===== config.mk =====
export PLATFORM = sky130hd
export DESIGN_NAME = table_access_unit
export DESIGN_NICKNAME = d
export VERILOG_FILES = /design/src/table_access_pkg.sv /design/src/table_access_unit.sv /design/src/table_read_lanes.sv /design/src/table_write_lanes.sv
export SDC_FILE = /design/constraint.sdc
export NUM_CORES = 1
export LEC_CHECK = 0
export BUFFER_PORTS_ARGS = -buffer_cell sky130_fd_sc_hd__clkbuf_2
export CORE_AREA = 5 5 130 132
export DETAILED_ROUTE_END_ITERATION = 12
export DIE_AREA = 0 0 135 137
export PLACE_DENSITY = 0.68
export REMOVE_ABC_BUFFERS = 1
export SLEW_MARGIN = 30
export SYNTH_ARGS = -nofsm -noshare
export SYNTH_HDL_FRONTEND = slang
export SYNTH_HIERARCHICAL = 1
export SYNTH_SLANG_ARGS = --single-unit

===== constraint.sdc =====
create_clock -name sys_clk -period 2.22 [get_ports sys_clk]
set_input_delay 0.444 -clock sys_clk [delete_from_list [all_inputs] [get_ports sys_clk]]
set_output_delay 0.444 -clock sys_clk [all_outputs]
set_load 0.005 [all_outputs]

===== src/table_access_pkg.sv =====
// Shared constants for the program space table access datapath.
// Assumes a 250 MHz core clock and an Avalon-MM register bus with 32-bit data.
package table_access_pkg;

  // ----------------------------------------------------------------
  // Widths
  // ----------------------------------------------------------------
  localparam int PAGE_W = 8;
  localparam int EA_W = 16;
  localparam int PWORD_W = 24;
  localparam int DATA_W = 16;
  localparam int PADDR_W = PAGE_W + EA_W;
  localparam int BUS_ADDR_W = 4;
  localparam int BUS_DATA_W = 32;
  localparam int LANES = 3;

  // ----------------------------------------------------------------
  // Register byte addresses (one aligned word each)
  // ----------------------------------------------------------------
  localparam logic [BUS_ADDR_W-1:0] OFS_TABLE_PAGE = 4'h0;
  localparam logic [BUS_ADDR_W-1:0] OFS_STATUS = 4'h4;
  localparam logic [BUS_ADDR_W-1:0] OFS_LAST_ADDR = 4'h8;
  localparam logic [BUS_ADDR_W-1:0] OFS_OP_COUNT = 4'hc;

  // ----------------------------------------------------------------
  // Field positions and reset values
  // ----------------------------------------------------------------
  localparam int PAGE_CFG_BIT = 7;
  localparam int STAT_BUSY_BIT = 0;
  localparam int STAT_CFG_BIT = 1;
  localparam int STAT_OP_LSB = 2;
  localparam int STAT_BYTE_BIT = 4;
  localparam logic [PAGE_W-1:0] PAGE_RESET = 8'h00;
  localparam int COUNT_W = 16;
  localparam logic [LANES-1:0] MASK_LOW_WORD = 3'h3;
  localparam logic [LANES-1:0] MASK_LOW_BYTE0 = 3'h1;
  localparam logic [LANES-1:0] MASK_LOW_BYTE1 = 3'h2;
  localparam logic [LANES-1:0] MASK_HIGH = 3'h4;
  localparam logic [LANES-1:0] MASK_NONE = 3'h0;

  // ----------------------------------------------------------------
  // Table operations: bit 1 = write, bit 0 = high space
  // ----------------------------------------------------------------
  typedef enum logic [1:0] {
    OP_READ_LOW = 2'h0,
    OP_READ_HIGH = 2'h1,
    OP_WRITE_LOW = 2'h2,
    OP_WRITE_HIGH = 2'h3
  } table_op_e;

  // Sequencer states, Gray along idle-issue-wait-done
  typedef enum logic [1:0] {
    ST_IDLE = 2'h0,
    ST_ISSUE = 2'h1,
    ST_WAIT = 2'h3,
    ST_DONE = 2'h2
  } seq_state_e;

endpackage


===== src/table_access_unit.sv =====
// Table access unit: moves bytes or words between program memory and the core.
// Assumes a core that holds a request until done, and a program memory that
// answers each enable with a one-cycle acknowledge.
//
// Summary of operation
// Low ops reach lower program word directly
// Only high ops touch the upper byte
// Program word step of two addresses
// Low and high spaces share address range
// Every op has byte and word mode
// Low word read copies bits 15..0
// Low byte read selects byte by select
// High word read gives 23..16, upper zero
// High byte read: phantom byte gives zero
// Writes mirror the read lane mapping
// Page register supplies every access region
// Page bit 7 selects configuration space
// Address is page concatenated with address
//
// Chosen here: the Avalon-MM register port and the register addresses.
module table_access_unit (
  input wire logic sys_clk,
  input wire logic reset,
  // Core side
  input wire logic tbl_start,
  input wire logic [1:0] tbl_op,
  input wire logic tbl_byte_mode,
  input wire logic [table_access_pkg::EA_W-1:0] tbl_ea,
  input wire logic [table_access_pkg::DATA_W-1:0] tbl_wdata,
  output logic tbl_busy,
  output logic tbl_done,
  output logic [table_access_pkg::DATA_W-1:0] tbl_rdata,
  // Program memory side
  output logic pm_en,
  output logic pm_we,
  output logic pm_cfg_space,
  output logic [table_access_pkg::PADDR_W-1:0] pm_addr,
  output logic [table_access_pkg::PWORD_W-1:0] pm_wdata,
  output logic [table_access_pkg::LANES-1:0] pm_wmask,
  input wire logic [table_access_pkg::PWORD_W-1:0] pm_rdata,
  input wire logic pm_ack,
  // Avalon-MM register slave
  input wire logic [table_access_pkg::BUS_ADDR_W-1:0] avs_address,
  input wire logic avs_read,
  input wire logic avs_write,
  input wire logic [table_access_pkg::BUS_DATA_W-1:0] avs_writedata,
  input wire logic [3:0] avs_byteenable,
  output logic [table_access_pkg::BUS_DATA_W-1:0] avs_readdata,
  output logic avs_waitrequest
);

  // ----------------------------------------------------------------
  // Declarations
  // ----------------------------------------------------------------
  table_access_pkg::seq_state_e state_r;
  table_access_pkg::seq_state_e state_nxt;
  logic [table_access_pkg::PAGE_W-1:0] table_page_reg_r;
  logic [table_access_pkg::PADDR_W-1:0] last_addr_r;
  logic [table_access_pkg::COUNT_W-1:0] op_count_r;
  logic [1:0] op_r;
  logic byte_mode_r;
  logic byte_sel_r;
  logic [table_access_pkg::DATA_W-1:0] wdata_r;
  logic busy_r;
  logic done_r;
  logic [table_access_pkg::DATA_W-1:0] rdata_r;
  logic pm_en_r;
  logic pm_we_r;
  logic cfg_r;
  logic [table_access_pkg::PADDR_W-1:0] pm_addr_r;
  logic [table_access_pkg::PWORD_W-1:0] pm_wdata_r;
  logic [table_access_pkg::LANES-1:0] pm_wmask_r;
  logic [table_access_pkg::BUS_DATA_W-1:0] readdata_r;
  logic wait_r;
  logic [table_access_pkg::DATA_W-1:0] fmt_rdata;
  logic [table_access_pkg::PWORD_W-1:0] fmt_wword;
  logic [table_access_pkg::LANES-1:0] fmt_wmask;
  logic bus_req;
  logic bus_accept;
  logic [table_access_pkg::BUS_DATA_W-1:0] status_word;
  logic start_take;

  assign start_take = (state_r == table_access_pkg::ST_IDLE) && tbl_start;
  assign bus_req = avs_read || avs_write;
  assign bus_accept = bus_req && !wait_r;

  // ----------------------------------------------------------------
  // Lane formatting
  // ----------------------------------------------------------------
  // Both lane modules see the latched op, so core inputs may move after take
  table_read_lanes #(
    .PW(table_access_pkg::PWORD_W),
    .DW(table_access_pkg::DATA_W)
  ) u_read_lanes (
    .high_space(op_r[0]),
    .byte_mode(byte_mode_r),
    .byte_sel(byte_sel_r),
    .pword(pm_rdata),
    .rdata(fmt_rdata)
  );

  table_write_lanes #(
    .PW(table_access_pkg::PWORD_W),
    .DW(table_access_pkg::DATA_W)
  ) u_write_lanes (
    .high_space(op_r[0]),
    .byte_mode(byte_mode_r),
    .byte_sel(byte_sel_r),
    .wdata(wdata_r),
    .pword(fmt_wword),
    .lane_mask(fmt_wmask)
  );

  // ----------------------------------------------------------------
  // Sequencer
  // ----------------------------------------------------------------
  // Next state; one memory access per table op
  always_comb begin
    state_nxt = state_r;
    unique case (state_r)
      table_access_pkg::ST_IDLE: begin
        if (tbl_start) begin
          state_nxt = table_access_pkg::ST_ISSUE;
        end
      end
      table_access_pkg::ST_ISSUE: begin
        state_nxt = table_access_pkg::ST_WAIT;
      end
      table_access_pkg::ST_WAIT: begin
        if (pm_ack) begin
          state_nxt = table_access_pkg::ST_DONE;
        end
      end
      table_access_pkg::ST_DONE: begin
        state_nxt = table_access_pkg::ST_IDLE;
      end
    endcase
  end

  always_ff @(posedge sys_clk) begin
    if (reset) begin
      state_r <= table_access_pkg::ST_IDLE;
    end else begin
      state_r <= state_nxt;
    end
  end

  // Latch the request; the byte select is the address lsb
  always_ff @(posedge sys_clk) begin
    if (reset) begin
      op_r <= table_access_pkg::OP_READ_LOW;
      byte_mode_r <= 1'b0;
      byte_sel_r <= 1'b0;
      wdata_r <= '0;
    end else if (start_take) begin
      op_r <= tbl_op;
      byte_mode_r <= tbl_byte_mode;
      byte_sel_r <= tbl_ea[0];
      wdata_r <= tbl_wdata;
    end
  end

  // ----------------------------------------------------------------
  // Program memory port
  // ----------------------------------------------------------------
  // Page captured at take, so a page write mid-op cannot split an address
  always_ff @(posedge sys_clk) begin
    if (reset) begin
      pm_addr_r <= '0;
      cfg_r <= 1'b0;
    end else if (start_take) begin
      // Word address: ea lsb dropped, one program word per two addresses
      pm_addr_r <= {table_page_reg_r, tbl_ea[table_access_pkg::EA_W-1:1], 1'b0};
      cfg_r <= table_page_reg_r[table_access_pkg::PAGE_CFG_BIT];
    end
  end

  // Enable pulses one cycle after issue, once the op is latched, so that
  // direction, data and lane mask stand together with it
  always_ff @(posedge sys_clk) begin
    if (reset) begin
      pm_en_r <= 1'b0;
      pm_we_r <= 1'b0;
      pm_wdata_r <= '0;
      pm_wmask_r <= table_access_pkg::MASK_NONE;
    end else begin
      pm_en_r <= state_r == table_access_pkg::ST_ISSUE;
      pm_we_r <= (state_r == table_access_pkg::ST_ISSUE) && op_r[1];
      if (state_r == table_access_pkg::ST_ISSUE && op_r[1]) begin
        pm_wdata_r <= fmt_wword;
        pm_wmask_r <= fmt_wmask;
      end
    end
  end

  // ----------------------------------------------------------------
  // Core answer
  // ----------------------------------------------------------------
  always_ff @(posedge sys_clk) begin
    if (reset) begin
      busy_r <= 1'b0;
      done_r <= 1'b0;
      rdata_r <= '0;
    end else begin
      busy_r <= state_nxt != table_access_pkg::ST_IDLE;
      done_r <= (state_r == table_access_pkg::ST_WAIT) && pm_ack;
      if (state_r == table_access_pkg::ST_WAIT && pm_ack && !op_r[1]) begin
        rdata_r <= fmt_rdata;
      end
    end
  end

  // ----------------------------------------------------------------
  // Register file
  // ----------------------------------------------------------------
  // Page register, byte lane 0 only; upper bus bits ignored
  always_ff @(posedge sys_clk) begin
    if (reset) begin
      table_page_reg_r <= table_access_pkg::PAGE_RESET;
    end else if (bus_accept && avs_write && avs_address == table_access_pkg::OFS_TABLE_PAGE
                 && avs_byteenable[0]) begin
      table_page_reg_r <= avs_writedata[table_access_pkg::PAGE_W-1:0];
    end
  end

  // Trace of the last access and a running op count for software
  always_ff @(posedge sys_clk) begin
    if (reset) begin
      last_addr_r <= '0;
      op_count_r <= '0;
    end else if (state_r == table_access_pkg::ST_WAIT && pm_ack) begin
      last_addr_r <= pm_addr_r | {{(table_access_pkg::PADDR_W-1){1'b0}}, byte_sel_r};
      op_count_r <= op_count_r + 1'b1;
    end
  end

  always_comb begin
    status_word = '0;
    status_word[table_access_pkg::STAT_BUSY_BIT] = busy_r;
    status_word[table_access_pkg::STAT_CFG_BIT] = cfg_r;
    status_word[table_access_pkg::STAT_OP_LSB +: 2] = op_r;
    status_word[table_access_pkg::STAT_BYTE_BIT] = byte_mode_r;
  end

  // Waitrequest drops for one cycle per request; unmapped reads return zero
  always_ff @(posedge sys_clk) begin
    if (reset) begin
      wait_r <= 1'b1;
      readdata_r <= '0;
    end else begin
      wait_r <= !(bus_req && wait_r);
      if (avs_read && wait_r) begin
        unique case (avs_address)
          table_access_pkg::OFS_TABLE_PAGE: readdata_r <= {24'h000000, table_page_reg_r};
          table_access_pkg::OFS_STATUS: readdata_r <= status_word;
          table_access_pkg::OFS_LAST_ADDR: readdata_r <= {8'h00, last_addr_r};
          table_access_pkg::OFS_OP_COUNT: readdata_r <= {16'h0000, op_count_r};
          default: readdata_r <= '0;
        endcase
      end
    end
  end

  assign tbl_busy = busy_r;
  assign tbl_done = done_r;
  assign tbl_rdata = rdata_r;
  assign pm_en = pm_en_r;
  assign pm_we = pm_we_r;
  assign pm_cfg_space = cfg_r;
  assign pm_addr = pm_addr_r;
  assign pm_wdata = pm_wdata_r;
  assign pm_wmask = pm_wmask_r;
  assign avs_readdata = readdata_r;
  assign avs_waitrequest = wait_r;
endmodule


===== src/table_read_lanes.sv =====
// Read lane formatter: picks data bits out of a 24-bit program word.
// Assumes purely combinational use inside the table access sequencer.
module table_read_lanes #(
  parameter int PW = 24,
  parameter int DW = 16
) (
  input wire logic high_space,
  input wire logic byte_mode,
  input wire logic byte_sel,
  input wire logic [PW-1:0] pword,
  output logic [DW-1:0] rdata
);

  // ----------------------------------------------------------------
  // Lane selection
  // ----------------------------------------------------------------
  // Phantom byte of the high space always reads as zero
  always_comb begin
    rdata = '0;
    if (!high_space && !byte_mode) begin
      rdata = pword[DW-1:0];
    end else if (!high_space) begin
      rdata[7:0] = byte_sel ? pword[15:8] : pword[7:0];
    end else if (!byte_mode) begin
      rdata[7:0] = pword[PW-1:DW];
    end else if (!byte_sel) begin
      rdata[7:0] = pword[PW-1:DW];
    end
    // No clock here, so checked on the settled value of this process
    chk_high_upper_zero: assert (!high_space || rdata[DW-1:8] == '0)
      else $error("high space read drives upper data byte");
  end

endmodule


===== src/table_write_lanes.sv =====
// Write lane mapper: places data into a 24-bit program word with lane mask.
// Assumes purely combinational use inside the table access sequencer.
module table_write_lanes #(
  parameter int PW = 24,
  parameter int DW = 16
) (
  input wire logic high_space,
  input wire logic byte_mode,
  input wire logic byte_sel,
  input wire logic [DW-1:0] wdata,
  output logic [PW-1:0] pword,
  output logic [2:0] lane_mask
);

  // ----------------------------------------------------------------
  // Lane mapping, the mirror of the read formatter
  // ----------------------------------------------------------------
  // A byte write to the phantom byte touches no lane at all
  always_comb begin
    pword = '0;
    lane_mask = table_access_pkg::MASK_NONE;
    if (!high_space && !byte_mode) begin
      pword[DW-1:0] = wdata;
      lane_mask = table_access_pkg::MASK_LOW_WORD;
    end else if (!high_space) begin
      pword[15:8] = wdata[7:0];
      pword[7:0] = wdata[7:0];
      lane_mask = byte_sel ? table_access_pkg::MASK_LOW_BYTE1 : table_access_pkg::MASK_LOW_BYTE0;
    end else if (!byte_mode || !byte_sel) begin
      pword[PW-1:DW] = wdata[7:0];
      lane_mask = table_access_pkg::MASK_HIGH;
    end
  end

endmodule


==> summary.txt, run 1 <==
Run status
  • Status: completed

Layout
  • Nets: 1,079
  • Area growth syn-to-layout: 24.2%
  • Reg area: roughly 3300 sq um
  • # fillers: around 1,500
  • Most common cell after layout, fill and taps aside: nand2_1
  • Share of cells above drive strength 1: 0.243
  • Area of the multi-input gates: 3190 sq um
  • Antenna Cells: 0
  • Most frequent cells in the layout: 230 x nand2_1, 172 x clkbuf_2, 165 x dfxtp_1

Worst setup path
  • CP required: roughly 2.5 ns
  • Crit path max fanout: 10
  • Arr. time, crit path: ~2.1 ns
  • Delay of the slowest critical-path stage: between 0.5 and 0.6 ns
  • Crit Path Class: reg2reg
  • Critical Path Source Type: register
  • Max stage delay cell, worst path: dfxtp_1
  • Crit. End Element: register
  • Worst path buffer plus inverter count: 0
  • Top delay family on crit path: simple AND/OR/NAND/NOR gates
  • Critical Path, Cell by Cell: nand3_4 -> nor4_4 -> nor3b_2 -> mux2_1

Floorplanning
  • Die width: between 100 and 150 microns
  • Die area: 18,500 sq um
  • Ports: 210
  • Core box area: ~16,000 sq um
  • Chip height: between 100 and 150 microns
  • FP Rows: 46
  • Initial Util: 0.438

Power
  • Power Density: about 800 nW/um^2
  • Max IR drop VDD: approximately 540 uV
  • LEAKAGE: ~0.0035 uW

Yosys
  • Number of synthesized flops with an enable pin: 0
  • Netlist cell types: between 50 and 60
  • #FFs+latches synth: ~170
  • Synthesized area: a little under 7000 sq um
  • Cells after Synth: about 820
  • FFs w/ async S/R, synth: 0
  • Synth warn: 6
  • Synth Flop Type: dfxtp_1
  • Register area share after synthesis: 0.483
  • Mapped Avg Cell Area: approximately 8.4 sq um

Clock network
  • Worst-case clock buffer depth: 2
  • Clock sink count: ~170
  • TritonCTS clock tree: done
  • Clock-pin transition on the worst setup and hold timing paths: around 0.06 ns
  • H-tree depth: 4
  • Post-CTS Hold Fix Bufs: 0
  • Clock Latency Late Sink: between 0.4 and 0.5 ns
  • Root buffer cell: clkbuf_16
  • Post-CTS Setup Bufs: 0
  • Num CTS Buffers: 17
  • # resized after CTS: 0

Global route
  • Largest net degree at the start of global routing: a little over 60
  • Total grt overflow: 0
  • Antenna violations before repair: 0
  • Total GRT Usage: 0.191
  • First-pass GRT wire length: between 20 and 30 mm
  • Number of global-route vias before repair: 5,546

Placement
  • Port bufs: roughly 170
  • Post-place setup slack: roughly 0.40 ns
  • HPWL Detailed: between 10 and 15 mm
  • Routability cong.: 0.781

Timing
  • Clock Skew: approximately 0.0059 ns
  • Worst setup margin: about 0.43 ns
  • Min Tclk post-route: 1.79 ns
  • Final setup fails: 0
  • Final Hold Fails: 0
  • RSZ-0062 raised after global routing: false
  • Period utilization: 0.806
  • Measured slew at the worst slew-check pin: 0.642 ns
  • Slew HR: 0.572
  • Fmax: approximately 0.56 GHz
  • Setup TNS: 0 ns
  • Fin. max-slew vios: 0

Route
  • Vias: slightly below 6,000
  • DRC Markers: 0
  • WL per Instance: about 15 microns
  • Vias per cell: 4.93
  • Post-route ant nets: 0
  • Final wirelength: 17.7 mm
  • Drt first pass iters: 4
  • 1st-iter DRT viols: 293

Job
  • Maxcap violations: 0

Min path
  • Hold Crit Class: in2reg
-- synthesized netlist by cell type (4+ instances only) --
library cell    n  share of area
a21oi_1       128          0.094
a22o_1          5         0.0064
a22oi_1         8         0.0088
and2_1         18          0.016
and2b_1         7         0.0077
buf_1           7         0.0038
buf_2          22          0.016
buf_4          13          0.014
clkbuf_1       18         0.0099
dfxtp_1       165           0.48
inv_1           5         0.0027
mux2_2          4         0.0066
mux2i_1        42          0.062
nand2_1       230           0.13
nand3_1         4         0.0029
nor2_1         49          0.027
nor2b_1         4         0.0037
nor3_1          8         0.0059
o21ai_0         7         0.0051
o22ai_1         5         0.0046
o2bb2ai_1       5         0.0064
or3_1           5         0.0046
xnor2_1         4         0.0051
-- state kept, by name, summed over array words and instances, names as in the netlist --
register          count
avs_waitrequest       1
state_r               2
op_r                  2
byte_sel_r            1
avs_readdata         24
op_count_r           16
byte_mode_r           1
tbl_busy              1
pm_we                 1
pm_en                 1
pm_cfg_space          1
pm_addr              22
wdata_r              16
pm_wdata             24
tbl_rdata            16
last_addr_r          24
tbl_done              1
pm_wmask              3
table_page_reg_r      8
-- per-stage QoR --
stage / total power [uW] / hold WS, ns / cells / area [sq um] / utilization
final: 6780 / 0.237 / 1202 / 8480 / 0.544
after floorplan: 3340 / 0.427 / 761 / 6510 / -
after CTS: 6870 / 0.216 / 1202 / 8480 / 0.544
after detailed placement: 3620 / 0.446 / 1170 / 7830 / 0.502
after global placement: 3610 / 0.443 / 1170 / 7830 / 0.502
after global routing: 7050 / 0.224 / 1202 / 8480 / 0.544
-- area by class of cell --
type | instances | share of cell area
clock buffer | 25 | 0.0572
timing repair buffer | 193 | 0.123
sequential | 165 | 0.389
multi-input combinational | 591 | 0.377
inverter | 5 | 0.00221
clock inverter | 7 | 0.0198
tap | 216 | 0.0319
-- cell families after synthesis --
logic type               Yosys count  synth area share
AND/OR/NAND/NOR                  358             0.242
AO/OA/AOI/OAI                    168             0.137
flip-flops                       165             0.483
buffers and inverters             70            0.0548
multiplexers                      48            0.0714
XOR/XNOR                           7           0.00897
adder cells (fa/ha/maj)            1           0.00183
other                              1          0.000549
-- path summary, 6_finish.rpt --
path	startpoint	end	slack, ns	depth (start not counted)
max	state_r[1]	op_count_r[15]	0.43	4
min	tbl_ea[8]	pm_addr[8]	0.24	3
max reg2reg	state_r[1]	op_count_r[15]	0.43	4
min reg2reg	pm_wdata[4]	pm_wdata[4]	0.45	2
-- power by group --
| part | internal, uW | total (uW) | switching (uW) |
|---|---|---|---|
| Combinational | 190 | 475 | 285 |
| Sequential | 3020 | 3070 | 55.1 |
| Clock | 2090 | 3240 | 1140 |
-- metal layers --
metal	share of wire	vias up	global-route usage
met5	0	-	0
met4	0.011	0	0.0510
met3	0.047	17	0.0504
met2	0.48	116	0.317
met1	0.46	2755	0.249
li1	-	3037	-
-- worst min-delay path, cell delays in order --
cell      delay, ns
clkbuf_2       0.08
nand2_1        0.04
a21oi_1        0.05
Power figures use the tool's default switching activity.
==> inputs of run 2 (changes only) <==
--- a/config.mk
+++ b/config.mk
@@ -9,7 +9,7 @@
 export CORE_AREA = 5 5 130 132
 export DETAILED_ROUTE_END_ITERATION = 12
 export DIE_AREA = 0 0 135 137
-export PLACE_DENSITY = 0.68
+export PLACE_DENSITY = 0.71
 export REMOVE_ABC_BUFFERS = 1
 export SLEW_MARGIN = 30
 export SYNTH_ARGS = -nofsm -noshare
==> constraint.sdc (replaced) <==
create_clock -name sys_clk -period 1.5 [get_ports sys_clk]
set_input_delay 0.3 -clock sys_clk [delete_from_list [all_inputs] [get_ports sys_clk]]
set_output_delay 0.3 -clock sys_clk [all_outputs]
set_load 0.005 [all_outputs]
==> run 2 against run 1 <==
Clock power increased by 42%. First-iteration DRC count is 13% higher. Hold slack lost 0.14 ns. Clock skew about the same. Critical path type unchanged.
==> summary.txt, run 2 (same netlist as run 1, synthesis figures left out) <==
Run status
  • Status: completed

Worst setup path
  • Critical Path Source Type: register
  • Crit path max fanout: 7 (-3)
  • Crit. End Element: register
  • R2R depth: 7 (+3)
  • CP required: 1.85 ns (-0.68 ns)
  • Crit Path Class: reg2reg
  • Arr. time, crit path: 1.79 ns (-0.31 ns)

Timing
  • Period utilization: 0.961 (+0.155)
  • Min Tclk post-route: 1.44 ns (-0.347 ns)
  • Final setup fails: 0 (unchanged)
  • WHS: 0.0973 ns (-0.140 ns)
  • Fin. max-slew vios: 0 (unchanged)
  • Fmax: 0.694 GHz (+24%)
  • Clock Skew: 0.00639 ns (+0.000498 ns)
  • Final Hold Fails: 0 (unchanged)

Route
  • Drt first pass iters: 5 (+1)
  • Post-route ant nets: 0 (unchanged)
  • DRC Markers: 0 (unchanged)
  • Final wirelength: 18.8 mm (+6.0%)
  • Vias: 6,204 (+4.7%)
  • WL per Instance: 15.1 microns (+2.4%)
  • 1st-iter DRT viols: 332 (+13%)
  • Vias per cell: 4.99 (+1.2%)

Min path
  • Hold Crit Class: in2reg
  • Hold Path Cell Cnt: 3 (unchanged)

Power
  • LEAKAGE: 0.00379 uW (+7.9%)
  • Max IR drop VDD: 744 uV (+37%)
  • Power Density: 1120 nW/um^2 (+40%)

Global route
  • Routing usage on met3: 0.0449 (-0.00551)
  • Most Crowded Layer GR: met2
  • Largest net degree at the start of global routing: 95 (+53%)
  • First-pass GRT wire length: 29.7 mm (+5.0%)
  • Total grt overflow: 0 (unchanged)
  • Number of global-route vias before repair: 5,975 (+7.7%)
  • GR Layer Usage met1: 0.260 (+0.0113)
  • Antenna violations before repair: 0 (unchanged)
  • GR Util met2: 0.328 (+0.0111)
  • Total GRT Usage: 0.200 (+0.00821)

Clock network
  • Clock sink count: 165 (unchanged)
  • Worst-case clock buffer depth: 2 (unchanged)
  • Num CTS Buffers: 17 (unchanged)
  • Post-CTS Hold Fix Bufs: 0 (unchanged)
  • H-tree depth: 4 (unchanged)
  • Root buffer cell: clkbuf_16
  • Clock Latency Late Sink: 0.42 ns (about the same)
  • TritonCTS clock tree: done
  • Clock-pin transition on the worst setup and hold timing paths: 0.06 ns (about the same)

Floorplanning
  • Core box area: 15,600 sq um (unchanged)
  • FP Rows: 46 (unchanged)
  • Die area: 18,500 sq um (unchanged)
  • Die width: 135 microns (unchanged)
  • Ports: 210 (unchanged)
  • Initial Util: 0.438 (unchanged)
  • Chip height: 137 microns (unchanged)

Layout
  • Antenna Cells: 0 (unchanged)
  • Most frequent cells in the layout: 230 x nand2_1, 172 x clkbuf_2, 160 x dfxtp_1
  • Nets: 1,122 (+4.0%)
  • # fillers: 1,474 (-3.4%)
  • Most common cell after layout, fill and taps aside: nand2_1
  • Area growth syn-to-layout: 31.1%
  • Final non-filler cell total: 1,244 (+3.5%)
  • Final core utilization: 0.575 (+0.0306)
  • Share of cells above drive strength 1: 0.289 (+0.0455)

Placement
  • Placed instance count: 1,208 (+3.2%)
  • Port bufs: 173 (unchanged)
  • HPWL Detailed: 12.9 mm (+5.5%)
  • Routability cong.: 0.781 (about the same)

Job
  • Maxcap violations: 0 (unchanged)
-- run 2: cell type report --
| cell class | instances | area (sq um) | area share |
|---|---|---|---|
| Clock buffer | 22 | 474 | 0.0529 |
| Clock inverter | 9 | 149 | 0.0166 |
| Inverter | 5 | 18.8 | 0.00209 |
| Multi-Input combinational cell | 591 | 3230 | 0.360 |
| Sequential cell | 165 | 3310 | 0.370 |
| Tap cell | 216 | 270 | 0.0302 |
| Timing Repair Buffer | 236 | 1510 | 0.169 |
-- run 2: what timing repair did --
| item | 4_1_cts | 5_1_grt |
|---|---|---|
| buffers inserted | 0 | 2 |
| endpoints found under the setup margin | 5 | 46 |
| gates resized for setup | 3 | 18 |
| pin swaps | 0 | 3 |
| cloned | 0 | 3 |
-- run 2: path summary, 6_finish.rpt --
path                    start           to  slack, ns
hold reg to reg   pm_wmask[2]  pm_wmask[2]       0.45
setup reg to reg   state_r[1]   pm_addr[9]       0.06
hold / removal     tbl_ea[15]  pm_addr[15]        0.1
setup / recovery   state_r[1]   pm_addr[9]       0.06
-- run 2: metrics by stage --
step	setup TNS (ns)	total power (uW)	setup WS, ns	instance area [sq um]
floorplan	-31.21	4940	-0.538	6510
global placement	0	5410	0.00962	8200
detailed placement	-0.0724	5420	-0.0500	8200
CTS	0	10000	0.00617	8830
global route	-0.00176	10400	-0.00164	8960
finish	0	10000	0.0585	8960
-- run 2: power breakdown --
part           internal (uW)  switching [uW]
registers               4470            77.6
clock network           2910            1710
logic                    377             472
-- run 2: critical path, cell delays in order (launching register included) --
cell       delay (ns)
dfxtp_2          0.34
buf_6            0.13
buf_4            0.14
nor3b_4          0.26
buf_6            0.16
clkbuf_16        0.16
nand2_1          0.06
a21oi_1          0.12
-- run 2: per-layer routing --
layer	up-vias	wire length [microns]
met2	164	8960
met5	-	0
met4	0	442
met1	2893	8480
li1	3121	-
met3	26	924
